--- config.mk ---
export PLATFORM = sky130hd
export DESIGN_NAME = addressing_mode_ea_unit
export DESIGN_NICKNAME = d
export VERILOG_FILES = /design/src/design/addressing_mode_ea_unit.v /design/src/design/ea_calc.v
export VERILOG_INCLUDE_DIRS = /design/src /design/src/design
export SDC_FILE = /design/constraint.sdc
export NUM_CORES = 1
export LEC_CHECK = 0
export ABC_AREA = 1
export BUFFER_PORTS_ARGS = -buffer_cell sky130_fd_sc_hd__buf_4
export CAP_MARGIN = 0
export CORE_ASPECT_RATIO = 2
export CORE_MARGIN = 4
export CORE_UTILIZATION = 40
export CTS_CLUSTER_DIAMETER = 100
export CTS_CLUSTER_SIZE = 25
export DETAILED_ROUTE_END_ITERATION = 10
export GPL_TIMING_DRIVEN = 0
export SYNTH_ARGS = -nofsm -noshare
export SYNTH_HDL_FRONTEND = slang
export SYNTH_SLANG_ARGS = --single-unit
--- constraint.sdc ---
create_clock -name clk -period 3.53 [get_ports clk]
set_input_delay 0.353 -clock clk [delete_from_list [all_inputs] [get_ports clk]]
set_output_delay 0.353 -clock clk [all_outputs]
set_load 0.02 [all_outputs]
--- src/design/addressing_mode_ea_unit_defines.vh ---
// Purpose: Shared constants for the operand-address and length decoder
// Assumes: Included by its bare name from every design file that needs it
// Notes:   Opcode column map and the multiply opcode are fixed here only
`ifndef ADDRESSING_MODE_EA_UNIT_DEFINES_VH
`define ADDRESSING_MODE_EA_UNIT_DEFINES_VH

// ==========================================================================
// Repertoire size
// ==========================================================================
`define NUM_INSNS      62
`define NUM_MODES      8

// ==========================================================================
// Addressing mode codes
// ==========================================================================
`define MODE_W         3
`define MODE_INH       3'h0
`define MODE_IMM       3'h1
`define MODE_DIR       3'h2
`define MODE_EXT       3'h3
`define MODE_IX        3'h4
`define MODE_IX1       3'h5
`define MODE_IX2       3'h6
`define MODE_REL       3'h7

// ==========================================================================
// Instruction lengths in bytes
// ==========================================================================
`define LEN_W          2
`define LEN_1          2'h1
`define LEN_2          2'h2
`define LEN_3          2'h3

// ==========================================================================
// Opcode high-nibble columns
// ==========================================================================
`define COL_BITTST     4'h0
`define COL_BITSET     4'h1
`define COL_BRANCH     4'h2
`define COL_RMW_DIR    4'h3
`define COL_INH_A      4'h4
`define COL_INH_X      4'h5
`define COL_RMW_IX1    4'h6
`define COL_RMW_IX     4'h7
`define COL_CTRL0      4'h8
`define COL_CTRL1      4'h9
`define COL_IMM        4'ha
`define COL_DIR        4'hb
`define COL_EXT        4'hc
`define COL_IX2        4'hd
`define COL_IX1        4'he
`define COL_IX         4'hf

// ==========================================================================
// Multiply opcode and field positions
// ==========================================================================
`define OPC_UMUL       8'h42
`define OPC_COL_HI     7
`define OPC_COL_LO     4

// ==========================================================================
// Reset values
// ==========================================================================
`define ZERO8          8'h00
`define ZERO16         16'h0000

`endif

--- src/design/addressing_mode_ea_unit.v ---
// Purpose: Decode opcode stream into mode, length, operand address, branch
//          target and the unsigned multiply result
// Assumes: One fetch byte per cycle when fetch_valid is high; pc_in is the
//          address of the byte on fetch_byte while an opcode is presented
// Notes:   Results appear one cycle after the last byte of an instruction
`timescale 1ns/10ps
`include "addressing_mode_ea_unit_defines.vh"

// Operation
// - Every one of the 256 opcodes maps to one instruction and one of eight addressing modes.
// - The unsigned multiply forms accumulator times index, high byte to index, low byte to accumulator.
// - Inherent instructions are one byte long and form no operand address.
// - Immediate instructions are two bytes, the second byte is the operand and no address is formed.
// - Direct instructions are two bytes, the second byte is the low address with a zero high byte.
// - Extended instructions are three bytes carrying the high then the low address byte.
// - Indexed with no offset is one byte and uses the index register as a zero-page address.
// - Indexed with 8-bit offset is two bytes and adds index and offset with carry into the high byte.
// - Indexed with 16-bit offset is three bytes and adds the index to a high-first 16-bit offset.
// - Taken branches add the sign-extended offset to the address past the branch, else fall through.
module addressing_mode_ea_unit
#(
  parameter ADDR_W = 16
)
(
  clk,
  arst_n,
  fetch_valid,
  fetch_byte,
  pc_in,
  acc_in,
  idx_in,
  cond_true,
  dec_valid_ff,
  opcode_ff,
  mode_ff,
  length_ff,
  ea_valid_ff,
  ea_ff,
  imm_valid_ff,
  imm_ff,
  pc_next_ff,
  mul_valid_ff,
  mul_acc_ff,
  mul_idx_ff,
  busy
);
  input  wire              clk;
  input  wire              arst_n;
  input  wire              fetch_valid;
  input  wire [7:0]        fetch_byte;
  input  wire [ADDR_W-1:0] pc_in;
  input  wire [7:0]        acc_in;
  input  wire [7:0]        idx_in;
  input  wire              cond_true;
  output reg               dec_valid_ff;
  output reg  [7:0]        opcode_ff;
  output reg  [2:0]        mode_ff;
  output reg  [1:0]        length_ff;
  output reg               ea_valid_ff;
  output reg  [15:0]       ea_ff;
  output reg               imm_valid_ff;
  output reg  [7:0]        imm_ff;
  output reg  [15:0]       pc_next_ff;
  output reg               mul_valid_ff;
  output reg  [7:0]        mul_acc_ff;
  output reg  [7:0]        mul_idx_ff;
  output wire              busy;

  // ========================================================================
  // States, one-hot
  // ========================================================================
  localparam [2:0] S_OPC = 3'b001;
  localparam [2:0] S_OP1 = 3'b010;
  localparam [2:0] S_OP2 = 3'b100;

  // ========================================================================
  // Decode functions
  // ========================================================================
  // column decides the mode
  function [2:0] mode_of;
    input [7:0] opc;
    begin
      case (opc[`OPC_COL_HI:`OPC_COL_LO])
        `COL_BITTST:  mode_of = `MODE_DIR;
        `COL_BITSET:  mode_of = `MODE_DIR;
        `COL_BRANCH:  mode_of = `MODE_REL;
        `COL_RMW_DIR: mode_of = `MODE_DIR;
        `COL_INH_A:   mode_of = `MODE_INH;
        `COL_INH_X:   mode_of = `MODE_INH;
        `COL_RMW_IX1: mode_of = `MODE_IX1;
        `COL_RMW_IX:  mode_of = `MODE_IX;
        `COL_CTRL0:   mode_of = `MODE_INH;
        `COL_CTRL1:   mode_of = `MODE_INH;
        `COL_IMM:     mode_of = `MODE_IMM;
        `COL_DIR:     mode_of = `MODE_DIR;
        `COL_EXT:     mode_of = `MODE_EXT;
        `COL_IX2:     mode_of = `MODE_IX2;
        `COL_IX1:     mode_of = `MODE_IX1;
        default:      mode_of = `MODE_IX;
      endcase
    end
  endfunction

  // Byte count per mode
  function [1:0] len_of;
    input [2:0] mode;
    begin
      case (mode)
        `MODE_INH: len_of = `LEN_1;
        `MODE_IX:  len_of = `LEN_1;
        `MODE_EXT: len_of = `LEN_3;
        `MODE_IX2: len_of = `LEN_3;
        default:   len_of = `LEN_2;
      endcase
    end
  endfunction

  // ========================================================================
  // State and captured bytes
  // ========================================================================
  reg  [2:0]  state_ff;
  reg  [2:0]  nxt_state;
  reg  [2:0]  cur_mode_ff;
  reg  [7:0]  cur_opc_ff;
  reg  [7:0]  hi_byte_ff;
  reg  [15:0] opc_addr_ff;

  // ========================================================================
  // Combinational decode of the current byte
  // ========================================================================
  wire [2:0]  opc_mode  = mode_of(fetch_byte);
  wire [2:0]  act_mode  = (state_ff == S_OPC) ? opc_mode : cur_mode_ff;
  wire [7:0]  act_opc   = (state_ff == S_OPC) ? fetch_byte : cur_opc_ff;
  wire [1:0]  act_len   = len_of(act_mode);
  wire [15:0] act_addr  = (state_ff == S_OPC) ? pc_in[15:0] : opc_addr_ff;
  wire        taking    = fetch_valid;
  reg         last_byte;
  reg  [7:0]  opr_hi;
  reg  [7:0]  opr_lo;

  // Address past the whole instruction
  wire [15:0] pc_seq    = act_addr + {14'h0000, act_len};

  // Last byte of the instruction and operand assembly
  always @*
  begin
    last_byte = 1'b0;
    opr_hi    = `ZERO8;
    opr_lo    = `ZERO8;
    case (state_ff)
      S_OPC:
      begin
        last_byte = (act_len == `LEN_1);
      end
      S_OP1:
      begin
        last_byte = (act_len == `LEN_2);
        opr_lo    = fetch_byte;
      end
      S_OP2:
      begin
        last_byte = 1'b1;
        opr_hi    = hi_byte_ff;
        opr_lo    = fetch_byte;
      end
      default:
      begin
        last_byte = 1'b0;
      end
    endcase
  end

  // ========================================================================
  // Address arithmetic
  // ========================================================================
  wire [15:0] calc_ea;
  wire        calc_ea_used;
  wire [15:0] calc_pc;

  ea_calc u_ea_calc
  (
    .mode      (act_mode),
    .idx       (idx_in),
    .opr_hi    (opr_hi),
    .opr_lo    (opr_lo),
    .pc_seq    (pc_seq),
    .cond_true (cond_true),
    .ea        (calc_ea),
    .ea_used   (calc_ea_used),
    .pc_next   (calc_pc)
  );

  wire [15:0] product = {`ZERO8, acc_in} * {`ZERO8, idx_in};
  wire        is_umul = (act_opc == `OPC_UMUL);

  // ========================================================================
  // Next state
  // ========================================================================
  always @*
  begin
    nxt_state = state_ff;
    case (state_ff)
      S_OPC:
      begin
        if (taking && !last_byte)
          nxt_state = S_OP1;
      end
      S_OP1:
      begin
        if (taking)
          nxt_state = last_byte ? S_OPC : S_OP2;
      end
      S_OP2:
      begin
        if (taking)
          nxt_state = S_OPC;
      end
      default:
      begin
        nxt_state = S_OPC;
      end
    endcase
  end

  // Mid-instruction indicator for the fetch side
  assign busy = (state_ff != S_OPC);

  // ========================================================================
  // Sequencer registers
  // ========================================================================
  // Opcode context is held so later bytes decode against it
  always @(posedge clk or negedge arst_n)
  begin
    if (!arst_n)
    begin
      state_ff    <= S_OPC;
      cur_mode_ff <= `MODE_INH;
      cur_opc_ff  <= `ZERO8;
      hi_byte_ff  <= `ZERO8;
      opc_addr_ff <= `ZERO16;
    end
    else
    begin
      state_ff <= nxt_state;
      if (taking && (state_ff == S_OPC))
      begin
        cur_mode_ff <= opc_mode;
        cur_opc_ff  <= fetch_byte;
        opc_addr_ff <= pc_in[15:0];
      end
      if (taking && (state_ff == S_OP1))
        hi_byte_ff <= fetch_byte;
    end
  end

  // ========================================================================
  // Result registers
  // ========================================================================
  // Held until the next instruction completes; valid flags pulse once
  always @(posedge clk or negedge arst_n)
  begin
    if (!arst_n)
    begin
      dec_valid_ff <= 1'b0;
      opcode_ff    <= `ZERO8;
      mode_ff      <= `MODE_INH;
      length_ff    <= `LEN_1;
      ea_valid_ff  <= 1'b0;
      ea_ff        <= `ZERO16;
      imm_valid_ff <= 1'b0;
      imm_ff       <= `ZERO8;
      pc_next_ff   <= `ZERO16;
      mul_valid_ff <= 1'b0;
      mul_acc_ff   <= `ZERO8;
      mul_idx_ff   <= `ZERO8;
    end
    else
    begin
      dec_valid_ff <= taking && last_byte;
      ea_valid_ff  <= 1'b0;
      imm_valid_ff <= 1'b0;
      mul_valid_ff <= 1'b0;
      if (taking && last_byte)
      begin
        opcode_ff   <= act_opc;
        mode_ff     <= act_mode;
        length_ff   <= act_len;
        ea_valid_ff <= calc_ea_used;
        ea_ff       <= calc_ea;
        pc_next_ff  <= calc_pc;
        if (act_mode == `MODE_IMM)
        begin
          imm_valid_ff <= 1'b1;
          imm_ff       <= opr_lo;
        end
        // high to index, low to accumulator
        if (is_umul)
        begin
          mul_valid_ff <= 1'b1;
          mul_idx_ff   <= product[15:8];
          mul_acc_ff   <= product[7:0];
        end
      end
    end
  end

endmodule

--- src/design/ea_calc.v ---
// Purpose: Effective address and next program counter for one instruction
// Assumes: Purely combinational, operands already assembled by the caller
// Notes:   Sums are cut to 16 bits, so large offsets wrap around memory
`timescale 1ns/10ps
`include "addressing_mode_ea_unit_defines.vh"

module ea_calc
(
  mode,
  idx,
  opr_hi,
  opr_lo,
  pc_seq,
  cond_true,
  ea,
  ea_used,
  pc_next
);
  input  wire [2:0]  mode;
  input  wire [7:0]  idx;
  input  wire [7:0]  opr_hi;
  input  wire [7:0]  opr_lo;
  input  wire [15:0] pc_seq;
  input  wire        cond_true;
  output reg  [15:0] ea;
  output reg         ea_used;
  output reg  [15:0] pc_next;

  // ========================================================================
  // Operand address per mode
  // ========================================================================
  always @*
  begin
    ea      = `ZERO16;
    ea_used = 1'b0;
    case (mode)
      `MODE_DIR:
      begin
        ea      = {`ZERO8, opr_lo};
        ea_used = 1'b1;
      end
      `MODE_EXT:
      begin
        ea      = {opr_hi, opr_lo};
        ea_used = 1'b1;
      end
      `MODE_IX:
      begin
        ea      = {`ZERO8, idx};
        ea_used = 1'b1;
      end
      `MODE_IX1:
      begin
        ea      = {`ZERO8, idx} + {`ZERO8, opr_lo};
        ea_used = 1'b1;
      end
      `MODE_IX2:
      begin
        ea      = {opr_hi, opr_lo} + {`ZERO8, idx};
        ea_used = 1'b1;
      end
      default:
      begin
        ea      = `ZERO16;
        ea_used = 1'b0;
      end
    endcase
  end

  // ========================================================================
  // Branch target
  // ========================================================================
  // signed offset when taken
  always @*
  begin
    if ((mode == `MODE_REL) && cond_true)
      pc_next = pc_seq + {{8{opr_lo[7]}}, opr_lo};
    else
      pc_next = pc_seq;
  end

endmodule

==> summary.txt <==
Run status
  – Outcome: complete, but fails checks
  – Failing checks: setup timing

CTS
  – H-tree Lvls: 3
  – Skew-Pair Late Insertion Delay: 0.38 ns
  – Clk buf depth: 2
  – Root Buffer: clkbuf_16
  – Worst-path clk slew: 0.08 ns
  – CTS tree: done
  – TritonCTS Buffers: 9
  – Clock sink count: 111

Synth
  – Predominant post-synthesis flop cell: dfrtp_1
  – Post-synth EDFFs: 0
  – Synth Instances: 1,340
  – Post-synthesis area per instance: 6.95 um2
  – Cell variety after synth: 43
  – Synth warnings: 0
  – Number of synthesized register bits: 111
  – Async S/R FF share, synth: 100%
  – Sequential share of the synthesized area: 29.9%
  – Post-synth net total: 1,484
  – Mapped cell area: 9310 um2

Final layout
  – Antenna fix cells: 0
  – Filler cells: 2,251
  – Area Overhead vs Synth: 34.9%
  – Proportion of layout cells with a drive suffix above 1: 27.8%
  – Most common cell after layout, fill and taps aside: nand2_1
  – Storage cell area: 2780 um2
  – # nets final: 1,676
  – Most frequent cells in the layout: nand2_1, inv_1, buf_4
  – Final design area excluding fillers: 12,600 um2
  – Multi-input logic area: 6400 um2

Power
  – Pwr dens: 959 nW/um2
  – Clock share of power: 9.3%
  – Sw Ratio: 50.2%
  – Logic gate share of total power: 73.3%
  – Leak Pwr: 6.85 nW
  – Pint: 6.01 mW
  – Psw: 6.04 mW
  – VDD IR-drop max: 0.000496 V
  – Flop pwr share: 17.4%

Timing
  – Setup violators final: 13
  – Final Hold Fails: 0
  – Slew headroom: 45.7%
  – RSZ-0062 raised after global routing: yes
  – Worst-Margin Slew: 0.808 ns
  – Fin crit share: 104%
  – Clock skew: 0.00813 ns
  – Fin Hold WS: 0.177 ns
  – Fin crit period: 3.67 ns
  – Pins Over Slew Limit: 0
  – F_max: 272 MHz
  – Setup WS post-layout: -0.142 ns

Die
  – Initial cell density of the core: 40.8%
  – Die width: 116 um
  – Core Area: 22,800 um2
  – Die ar.: 25,900 um2
  – # IOs: 118
  – Die H: 224 um
  – Row Count: 78

Global route
  – Antenna violations before repair: 0
  – Largest net degree at the start of global routing: 80
  – Vias in the first global route: 9,551
  – Gr usage total: 24.5%
  – Total grt overflow: 0
  – First-pass GRT wire length: 48,700 um

Worst setup path
  – Crit Path Max Fanout: 8
  – Capturing element type of the critical path: flop
  – Critical Path Source Type: primary input
  – Worst-path cell chain: buf_8 > clkbuf_16 > nand2_4 > fa_1 > inv_2 > fa_1 > inv_2 > fa_1 > inv_2 > fa_1 > ha_4 > a21oi_4 > o21bai_4 > nand2_2 > nand4_1 > xor2_2 > inv_1 > o21ai_1
  – Req. time, crit path: 3.84 ns
  – FF-to-FF Start: state_ff[0]
  – Slowest-stage cell, CP: fa_1
  – Origin of the worst setup path: idx_in[4]
  – CP max stage delay: 0.54 ns
  – CP arrival: 3.98 ns
  – Most frequent CP cell: fa_1
  – Critical path class: primary input to flop

Routing
  – DRC Markers: 0
  – Via count: 9,268
  – WL per Instance: 16.9 um
  – Post-route ant nets: 0
  – Vias per inst: 5.10
  – DR iter-0 viols: 464
  – Post-Route WL: 30,700 um
  – TritonRoute pass-1 iters: 5

Placement
  – Post-DP Area: 10,800 um2
  – DP Wirelength: 24,100 um
  – Gp weighted congestion: 0.908
  – Port Buffers: 109

Min path
  – Hold Path Class: primary input to flop
  – Worst Hold Launch: pc_in[15]

Flow run
  – Number of max-cap violations: 0
[registers in the layout, summed over array words and instances (netlist names), 2 cells and up]
| register | flops |
|---|---|
| mode_ff | 3 |
| cur_mode_ff | 3 |
| hi_byte_ff | 8 |
| state_ff | 3 |
| mul_idx_ff | 8 |
| opc_addr_ff | 16 |
| cur_opc_ff | 8 |
| length_ff | 2 |
| mul_acc_ff | 8 |
| ea_ff | 16 |
| imm_ff | 8 |
| opcode_ff | 8 |
| pc_next_ff | 16 |
[cells in the mapped netlist (2+ instances only)]
cell,instances,area (um2)
nor2_1,67,251
ha_1,61,763
nand2_4,3,33.8
buf_4,3,22.5
nand4_1,15,93.8
clkbuf_1,25,93.8
o21ai_1,4,20.0
buf_6,7,78.8
a21o_1,3,22.5
o21ai_2,4,35.0
buf_2,7,35.0
nand3b_1,3,22.5
nor2_4,3,33.8
or2_2,7,43.8
a21oi_1,29,145
xnor2_1,9,78.8
inv_1,207,777
nand2_2,5,31.3
nand2_1,509,1910
and2_1,4,25.0
a22oi_1,3,22.5
dfstp_2,2,52.6
a31oi_1,2,12.5
o21bai_1,5,37.5
o21ai_0,95,475
dfrtp_1,109,2730
nand3_1,69,345
o22ai_1,3,18.8
xor2_1,18,158
nor3_1,4,20.0
nand3_2,5,50.1
fa_1,39,781
[stage by stage]
stage	total power, mW	setup slack, ns	TNS, ns	utilization, %	std cells
2_1_floorplan	6.71	-0.186	-0.849	-	1340
3_3_place_gp	8.64	-0.881	-10.92	47.3	1729
3_5_place_dp	8.73	-0.935	-11.68	47.4	1730
4_1_cts	11.4	-0.204	-2.00	53.1	1806
5_1_grt	13.0	-0.307	-4.39	55.0	1817
6_report	12.1	-0.142	-0.858	55.0	1817
[power by group through the flow]
stage / sequential [mW] / combinational, mW / clock, mW
4_1_cts: 2.10 / 8.10 / 1.17
5_1_grt: 2.16 / 9.67 / 1.20
3_3_place_gp: 2.11 / 6.52 / 0
6_report: 2.10 / 8.84 / 1.12
3_5_place_dp: 2.12 / 6.61 / 0
2_1_floorplan: 2.37 / 4.35 / 0
[worst paths after layout]
path                              endpoint  slack (ns)  depth (start not counted)
max                          mul_idx_ff[7]       -0.14                         18
min                        opc_addr_ff[15]        0.18                          3
max reg2reg                 pc_next_ff[13]       -0.12                         28
min reg2reg                 pc_next_ff[15]        0.47                          2
max in group asynchronous     length_ff[0]        2.36                          3
min in group asynchronous    mul_acc_ff[0]        0.43                          2
[cells by family (layout without fill, tap and decap cells)]
logic type,after synthesis,in the layout,share of synthesized area [%]
AND/OR/NAND/NOR,700,700,31.4
buffers and inverters,252,449,11.0
AO/OA/AOI/OAI,150,150,8.64
flip-flops,111,111,29.9
adder cells (fa/ha/maj),100,100,16.6
XOR/XNOR,27,27,2.54
[routing by layer]
metal | up-vias | part of all wire, % | GRT usage (%)
li1 | 4519 | - | -
met1 | 4395 | 32 | 22.4
met2 | 257 | 59 | 48.5
met3 | 97 | 3.1 | 2.92
met4 | 0 | 6.0 | 15.1
met5 | - | 0 | 0
[what timing repair did]
item / 4_1_cts / 5_1_grt
hold buffers: 1 / 0
gates resized for setup: 131 / 99
endpoints found under the setup margin: 20 / 36
hold endpoints to repair: 32 / 0
pin swaps: 81 / 92
buffers inserted: 61 / 15
[area by class of cell]
| type | instances | area share [%] |
|---|---|---|
| multi-input cells | 977 | 51.0 |
| flip-flops and latches | 111 | 22.2 |
| repair buffers | 183 | 11.8 |
| inverters | 209 | 6.33 |
| plain buffers | 41 | 3.49 |
| well taps | 280 | 2.79 |
| clock buffers | 9 | 1.79 |
| clock inverters | 7 | 0.717 |
[critical path: cells and delay by family]
family          cells  cell delay, ns
fa+ha+maj           5            2.36
buf+inv             6            0.42
compound gates      3            0.40
simple gates        3            0.25
xor+xnor            1            0.19
Power figures use the tool's default switching activity.
